===== config.mk =====
export PLATFORM = sky130hd
export DESIGN_NAME = two_tap_line_video_output
export DESIGN_NICKNAME = d
export VERILOG_FILES = /design/src/video_out_pkg.sv /design/src/two_tap_line_video_output.sv
export VERILOG_INCLUDE_DIRS = /design/src
export SDC_FILE = /design/constraint.sdc
export NUM_CORES = 1
export LEC_CHECK = 0
export CAP_MARGIN = 10
export CELL_PAD_IN_SITES_DETAIL_PLACEMENT = 1
export CELL_PAD_IN_SITES_GLOBAL_PLACEMENT = 2
export CORE_MARGIN = 10
export CORE_UTILIZATION = 37
export CTS_CLUSTER_DIAMETER = 200
export DETAILED_ROUTE_END_ITERATION = 16
export DONT_BUFFER_PORTS = 1
export PLACE_DENSITY_LB_ADDON = 0.1
export REMOVE_ABC_BUFFERS = 1
export SLEW_MARGIN = 20
export SYNTH_ARGS = -nofsm -noshare
export SYNTH_HDL_FRONTEND = slang
export SYNTH_SLANG_ARGS = --single-unit

===== constraint.sdc =====
create_clock -name aclk -period 2.9 [get_ports aclk]
set_clock_uncertainty 0.15 [all_clocks]
set_input_delay 0.145 -clock aclk [delete_from_list [all_inputs] [get_ports aclk]]
set_output_delay 0.145 -clock aclk [all_outputs]
set_load 0.01 [all_outputs]

===== src/video_out_defs.svh =====
`ifndef VIDEO_OUT_DEFS_SVH
`define VIDEO_OUT_DEFS_SVH
`define OFS_CTRL     12'h000
`define OFS_DELAY    12'h004
`define OFS_STATUS   12'h008
`define OFS_LINELEN  12'h00C
`define CTRL_EN      0
`define CTRL_DEPTH   2:1
`define CTRL_MODEL   4:3
`define CTRL_BIN     5
`define CTRL_CLK80   6
`define CTRL_RST     32'h0000_0000
`define DELAY_RST    16'h0010
`define LEN_2K       14'h0800
`define RESP_OKAY    2'h0
`define RESP_SLVERR  2'h2
`endif


===== src/video_out_pkg.sv =====
package video_out_pkg;
    typedef enum logic [1:0]
    {
        ST_IDLE = 2'b00,
        ST_WAIT = 2'b01,
        ST_SEND = 2'b10
    } state_t;
    typedef enum logic [1:0]
    {
        DEPTH_12 = 2'b00,
        DEPTH_10 = 2'b01,
        DEPTH_8  = 2'b10
    } depth_t;
endpackage


===== src/two_tap_line_video_output.sv =====
// Register access over AXI4-Lite and the placing of the registers were decided locally.
`timescale 1ns/1ps
`default_nettype none
`include "video_out_defs.svh"
module two_tap_line_video_output
    import video_out_pkg::*;
(
    // clock and reset
    input  wire logic        aclk,
    input  wire logic        aresetn,
    // axi4-lite write
    input  wire logic [11:0] s_axi_awaddr,
    input  wire logic        s_axi_awvalid,
    output logic             s_axi_awready,
    input  wire logic [31:0] s_axi_wdata,
    input  wire logic [3:0]  s_axi_wstrb,
    input  wire logic        s_axi_wvalid,
    output logic             s_axi_wready,
    output logic [1:0]       s_axi_bresp,
    output logic             s_axi_bvalid,
    input  wire logic        s_axi_bready,
    // axi4-lite read
    input  wire logic [11:0] s_axi_araddr,
    input  wire logic        s_axi_arvalid,
    output logic             s_axi_arready,
    output logic [31:0]      s_axi_rdata,
    output logic [1:0]       s_axi_rresp,
    output logic             s_axi_rvalid,
    input  wire logic        s_axi_rready,
    // sensor readout side
    input  wire logic        readout_done,
    output logic [11:0]      pair_addr,
    input  wire logic [23:0] pair_data,
    // pixel clock from the link clock source
    input  wire logic        pixel_clk,
    output logic             pclk_sel_80,
    // transmitter inputs
    output logic [7:0]       port_a,
    output logic [7:0]       port_b,
    output logic [7:0]       port_c,
    output logic             line_valid,
    output logic             data_valid,
    output logic             frame_valid,
    output logic             spare,
    output logic             strobe
);

    // ************************************************
    // lane mapping
    // ************************************************
    function automatic logic [23:0] map_lanes(input logic [11:0] s0,
                                              input logic [11:0] s1,
                                              input depth_t      dep);
        logic [9:0] t0;
        logic [9:0] t1;
        t0 = s0[11:2];
        t1 = s1[11:2];
        case (dep)
            DEPTH_12:
                map_lanes = {s1[7:0], s1[11:8], s0[11:8], s0[7:0]};
            DEPTH_10:
                map_lanes = {t1[7:0], 2'h0, t1[9:8], 2'h0, t0[9:8],
                             t0[7:0]};
            DEPTH_8:
                map_lanes = {8'h00, s1[11:4], s0[11:4]};
            default:
                map_lanes = 24'h00_0000;
        endcase
    endfunction

    // ************************************************
    // register bus
    // ************************************************
    logic [31:0] ctrl_q;
    logic [15:0] delay_q;
    logic        overrun_q;
    logic [11:0] awaddr_q;
    logic        aw_held_q;
    logic [31:0] wdata_q;
    logic [3:0]  wstrb_q;
    logic        w_held_q;
    logic        bvalid_q;
    logic [1:0]  bresp_q;
    logic        rvalid_q;
    logic [1:0]  rresp_q;
    logic [31:0] rdata_q;
    state_t      state_q;
    logic [13:0] len_now;
    logic [12:0] pairs_q;
    logic [12:0] sent_q;

    wire        do_write = aw_held_q && w_held_q && !bvalid_q;
    wire        wr_ctrl  = do_write && (awaddr_q == `OFS_CTRL);
    wire        wr_delay = do_write && (awaddr_q == `OFS_DELAY);
    wire        wr_stat  = do_write && (awaddr_q == `OFS_STATUS);
    wire        wr_hit   = wr_ctrl || wr_delay || wr_stat
                           || (awaddr_q == `OFS_LINELEN);
    wire        rd_take  = s_axi_arvalid && !rvalid_q;
    wire [31:0] ctrl_d;
    wire [31:0] rd_mux;
    wire        rd_hit;

    genvar gi;
    generate
        for (gi = 0; gi < 4; gi++)
        begin : g_lane
            assign ctrl_d[gi*8 +: 8] = wstrb_q[gi] ? wdata_q[gi*8 +: 8]
                                                   : ctrl_q[gi*8 +: 8];
        end
    endgenerate

    // line length by model, halved under binning
    assign len_now = ctrl_q[`CTRL_BIN] ?
                     14'(`LEN_2K << ctrl_q[`CTRL_MODEL]) >> 1
                   : 14'(`LEN_2K << ctrl_q[`CTRL_MODEL]);
    assign rd_hit  = (s_axi_araddr == `OFS_CTRL)
                  || (s_axi_araddr == `OFS_DELAY)
                  || (s_axi_araddr == `OFS_STATUS)
                  || (s_axi_araddr == `OFS_LINELEN);
    assign rd_mux  = (s_axi_araddr == `OFS_CTRL)   ? ctrl_q
                   : (s_axi_araddr == `OFS_DELAY)  ? {16'h0000, delay_q}
                   : (s_axi_araddr == `OFS_STATUS) ?
                       {16'h0000, overrun_q, sent_q, state_q}
                   : (s_axi_araddr == `OFS_LINELEN) ? {18'h0_0000, len_now}
                   : 32'h0000_0000;

    assign s_axi_awready = !aw_held_q;
    assign s_axi_wready  = !w_held_q;
    assign s_axi_bvalid  = bvalid_q;
    assign s_axi_bresp   = bresp_q;
    assign s_axi_arready = !rvalid_q;
    assign s_axi_rvalid  = rvalid_q;
    assign s_axi_rresp   = rresp_q;
    assign s_axi_rdata   = rdata_q;
    assign pclk_sel_80   = ctrl_q[`CTRL_CLK80];

    always_ff @(posedge aclk)
    begin
        if (!aresetn)
        begin
            aw_held_q <= 1'b0;
            w_held_q  <= 1'b0;
            awaddr_q  <= 12'h000;
            wdata_q   <= 32'h0000_0000;
            wstrb_q   <= 4'h0;
        end
        else
        begin
            if (s_axi_awvalid && !aw_held_q)
            begin
                aw_held_q <= 1'b1;
                awaddr_q  <= s_axi_awaddr;
            end
            else if (do_write)
                aw_held_q <= 1'b0;
            if (s_axi_wvalid && !w_held_q)
            begin
                w_held_q <= 1'b1;
                wdata_q  <= s_axi_wdata;
                wstrb_q  <= s_axi_wstrb;
            end
            else if (do_write)
                w_held_q <= 1'b0;
        end
    end

    always_ff @(posedge aclk)
    begin
        if (!aresetn)
        begin
            bvalid_q <= 1'b0;
            bresp_q  <= `RESP_OKAY;
            rvalid_q <= 1'b0;
            rresp_q  <= `RESP_OKAY;
            rdata_q  <= 32'h0000_0000;
        end
        else
        begin
            if (do_write)
            begin
                bvalid_q <= 1'b1;
                bresp_q  <= wr_hit ? `RESP_OKAY : `RESP_SLVERR;
            end
            else if (s_axi_bready)
                bvalid_q <= 1'b0;
            if (rd_take)
            begin
                rvalid_q <= 1'b1;
                rresp_q  <= rd_hit ? `RESP_OKAY : `RESP_SLVERR;
                rdata_q  <= rd_mux;
            end
            else if (s_axi_rready)
                rvalid_q <= 1'b0;
        end
    end

    always_ff @(posedge aclk)
    begin
        if (!aresetn)
        begin
            ctrl_q  <= `CTRL_RST;
            delay_q <= `DELAY_RST;
        end
        else
        begin
            if (wr_ctrl)
                ctrl_q <= ctrl_d;
            if (wr_delay)
                delay_q <= ctrl_d[15:0];
        end
    end

    // ************************************************
    // pixel clock sampling
    // ************************************************
    logic pclk_s1_q;
    logic pclk_s2_q;
    logic pclk_s3_q;
    logic pclk_lvl_q;

    // a level counts only once the last two stages agree, so a
    // metastable first stage cannot produce a runt edge
    always_ff @(posedge aclk)
    begin
        if (!aresetn)
        begin
            pclk_s1_q  <= 1'b0;
            pclk_s2_q  <= 1'b0;
            pclk_s3_q  <= 1'b0;
            pclk_lvl_q <= 1'b0;
        end
        else
        begin
            pclk_s1_q <= pixel_clk;
            pclk_s2_q <= pclk_s1_q;
            pclk_s3_q <= pclk_s2_q;
            if (pclk_s2_q == pclk_s3_q)
                pclk_lvl_q <= pclk_s3_q;
        end
    end

    wire pclk_rise = pclk_s2_q && pclk_s3_q && !pclk_lvl_q;

    // ************************************************
    // line sequencer
    // ************************************************
    logic [15:0] wait_q;
    depth_t      depth_q;
    logic        lval_q;
    logic [23:0] lanes_q;

    wire start    = readout_done && ctrl_q[`CTRL_EN];
    wire last     = (sent_q + 13'h0001) == pairs_q;
    wire wait_end = pclk_rise && (wait_q == 16'h0000);

    always_ff @(posedge aclk)
    begin
        if (!aresetn)
            overrun_q <= 1'b0;
        else if (start && state_q != ST_IDLE)
            overrun_q <= 1'b1;
        else if (wr_stat && wstrb_q[1] && wdata_q[15])
            overrun_q <= 1'b0;
    end

    always_ff @(posedge aclk)
    begin
        if (!aresetn)
        begin
            state_q <= ST_IDLE;
            wait_q  <= 16'h0000;
            pairs_q <= 13'h0000;
            sent_q  <= 13'h0000;
            depth_q <= DEPTH_12;
            lval_q  <= 1'b0;
            lanes_q <= 24'h00_0000;
        end
        else
        begin
            case (state_q)
                ST_IDLE:
                begin
                    // depth, line length and delay are frozen for the whole line; pclk_sel_80 is not
                    if (start)
                    begin
                        state_q <= ST_WAIT;
                        wait_q  <= delay_q;
                        pairs_q <= len_now[13:1];
                        depth_q <= depth_t'(ctrl_q[`CTRL_DEPTH]);
                        sent_q  <= 13'h0000;
                    end
                end
                ST_WAIT:
                begin
                    if (wait_end)
                        state_q <= ST_SEND;
                    else if (pclk_rise)
                        wait_q <= wait_q - 16'h0001;
                end
                ST_SEND:
                begin
                    if (pclk_rise)
                    begin
                        if (sent_q == pairs_q)
                        begin
                            lval_q  <= 1'b0;
                            lanes_q <= 24'h00_0000;
                            state_q <= ST_IDLE;
                        end
                        else
                        begin
                            lval_q  <= 1'b1;
                            lanes_q <= map_lanes(pair_data[11:0],
                                                 pair_data[23:12],
                                                 depth_q);
                            sent_q  <= sent_q + 13'h0001;
                        end
                    end
                end
                default:
                    state_q <= ST_IDLE;
            endcase
        end
    end

    // next pair to fetch; readout side answers within one aclk
    assign pair_addr   = sent_q[11:0];
    assign port_a      = lanes_q[7:0];
    assign port_b      = lanes_q[15:8];
    assign port_c      = lanes_q[23:16];
    assign line_valid  = lval_q;
    assign data_valid  = lval_q;
    assign frame_valid = 1'b0;
    assign spare       = 1'b0;
    assign strobe      = pclk_s3_q;
endmodule
`default_nettype wire


==> metrics <==
largest net degree at the start of global routing=78; root buf cell=clkbuf_16; GRT Residual Overflow=0; post-synthesis sequential area ratio=44.90%; DRT Wirelength=29760 um; Pwr Total=6.176 mW; FF-to-FF End=delay_q[4]; total negative slack=0 ps; CTS tree=yes; Cell variety after synth=56; Final Setup Violations=0; Pre-antenna DRT Iters=5; hold path cells=4; type of the tightest min-delay check=in -> reg; dominant cells by area after synthesis=dfxtp_1, mux2i_1, nand2_1, a21oi_1, nor2_1; Routed WL per cell=20.22 um; crit path capture type=flip-flop; Peak Freq=0.3796 GHz; Final period util=90.83%; clock sink count=201; R2R setup slack=270 ps; FFs w/ async S/R, synth=0%; CTS Buffer Depth=3; Mapped Area=8962 um^2; number of global-route vias before repair=8115; initial antenna violation count=1; CP max FO=17; PD cells=559.1 nW/um^2; Crit-path slowest cell=dlygate4sd3_1; Worst EP required=3160 ps; critical path, cell by cell=nor4_2 -> nand4_1 -> nor3b_2 -> buf_4 -> mux2i_1 -> nand2_1 -> dlygate4sd3_1; top cell type's share of synthesized area=44.90%; CP peak stage delay=550 ps; Tmin final=2634 ps; Slew HR=41.50%; top_reg_cell synth=dfxtp_1; status=finished clean; Worst EP arrival=2890 ps; Die Height=175.6 um; Leak=3.870 nW; total track usage=18.59%; reg2reg path depth=7; antenna viol nets, final=0; CTS H-tree depth=1; die width=175.6 um; wire length of the first global-routing pass=46880 um; Synth area leader=dfxtp_1; Critical Path Source Type=flip-flop; standard-cell row count=56; EDFF count, synth=0; Tightest Pin Transition=870.8 ps; RSZ-0062 raised after global routing=false; setup slack after layout=266.0 ps; final core utilization=46.65%; Non-Filler Instances=1472; Cell Area, Placed=9240 um^2; port bufs=0; WS Path Type=reg -> reg; Clk Latency, worst-skew pair=530 ps; dpl ws=400.7 ps; I/O Pins=176; max-slew violations=0; area of the multi-input gates=4506 um^2; total CTS buffers=24; Nets=1233; # fillers=2811; cell count after synthesis=1068; top post-synthesis cells by count=dfxtp_1, nand2_1, nor2_1; DRC Markers=0; worst hold slack=6.797 ps; Via density=5.285; most common cell in the netlist=dfxtp_1; initial DRC count=444; Area Growth Syn to Fin=23.26%; vias post-DR=7780; syn avg cell area=8.392 um^2; Worst Min Path Start=s_axi_wvalid; dpl hpwl=19420 um; core area=23680 um^2; Hold Crit Endpoint=wstrb_q[2]; Ant. Diodes=0; final hold vios=0; maximum vdd ir drop=0.3801 mV; Starting Density=37.84%; Syn. warnings=0; routability cong.=0.7571; FF/Latch Area=4024 um^2; Seq cells post-synth=201; final instance area=11050 um^2; post-CTS setup buffer count=0; reg2reg start=awaddr_q[9]; share of layout cells above drive strength 1=9.974%; Max Cap Viol=0; dpl cells=1328; clock slew at reported path FFs=60 ps; Die ar.=30850 um^2
-- kinds of logic after synthesis --
group | after synthesis | share of synthesized area, %
AND/OR/NAND/NOR | 427 | 21.97
flip-flops | 201 | 44.90
adder cells (fa/ha/maj) | 4 | 0.5584
buffers and inverters | 109 | 5.501
other | 1 | 0.04184
multiplexers | 97 | 11.57
AO/OA/AOI/OAI | 215 | 14.09
XOR/XNOR | 14 | 1.368
-- cell type report --
cell class | instances | share of cell area, %
clock buffers | 38 | 6.547
repair buffers | 134 | 11.69
multi-input cells | 761 | 40.79
flip-flops and latches | 201 | 36.43
inverters | 14 | 0.5210
well taps | 319 | 3.613
clock inverters | 5 | 0.4191
-- what timing repair did --
| item | in CTS | in global routing |
|---|---|---|
| hold buffers | 101 | 0 |
| gates resized for setup | 0 | 1 |
| hold endpoints to repair | 177 | 0 |
| endpoints found under the setup margin | 0 | 1 |
-- critical path, delay by kind of cell (launching register included) --
family | cells | cell delay (ps)
AND/OR/NAND/NOR | 4 | 940
buffers and inverters | 2 | 880
flip-flops | 1 | 320
multiplexers | 1 | 220
-- placed cells by master, fill, tap and decap left out, drive strengths merged, types with 3 or more instances in the layout --
master       Yosys  layout
dfxtp          201     201
nand2          189     189
nor2           113     113
a21oi          112     112
dlygate4sd3      0      99
mux2i           71      71
clkbuf          60      38
o21ai           35      35
buf             35      35
nand3           34      34
mux2            23      23
a22oi           20      20
inv             13      15
nor2b           14      14
nor3            11      11
nand4           10      10
nand2b           8       8
xor2             8       8
a32oi            8       8
nor4             8       8
a211oi           7       7
o31ai            7       7
nand3b           6       6
xnor2            6       6
o211ai           6       6
nand4b           6       6
nor4b            6       6
a21o             5       5
or4              5       5
or3              4       4
ha               4       4
conb             1       4
clkinv           1       4
mux4             3       3
a31oi            3       3
o22ai            3       3
and2             3       3
nor3b            3       3
-- power by group --
part	total (mW)	internal (mW)	switching, mW
registers	2.86	2.81	0.0436
clock network	2.92	1.72	1.21
logic	0.398	0.175	0.223
total	6.18	4.70	1.47
-- sequential cells by signal (all words and copies together) (netlist names), 4 cells and up --
signal,flops
wdata_q,32
ctrl_q,32
awaddr_q,12
wstrb_q,4
delay_q,16
lanes_q,24
sent_q,13
pairs_q,4
s_axi_rdata,32
wait_q,16
-- how the worst max path moves through the flow --
stage	from	end	depth (start not counted)
finish	awaddr_q[9]	delay_q[4]	7
global route	awaddr_q[8]	delay_q[4]	7
CTS	awaddr_q[9]	delay_q[4]	7
detailed placement	wait_q[0]	wait_q[6]	8
global placement	wait_q[0]	wait_q[6]	8
floorplan	aresetn	sent_q[0]	2
-- routing by layer --
| metal | share of wire, % | track usage, % |
|---|---|---|
| met1 | 46 | 23.96 |
| met2 | 46 | 30.64 |
| met3 | 7.2 | 5.297 |
| met4 | 1.1 | 3.002 |
| met5 | 0 | 0 |
(Power assumes the default switching activity.)
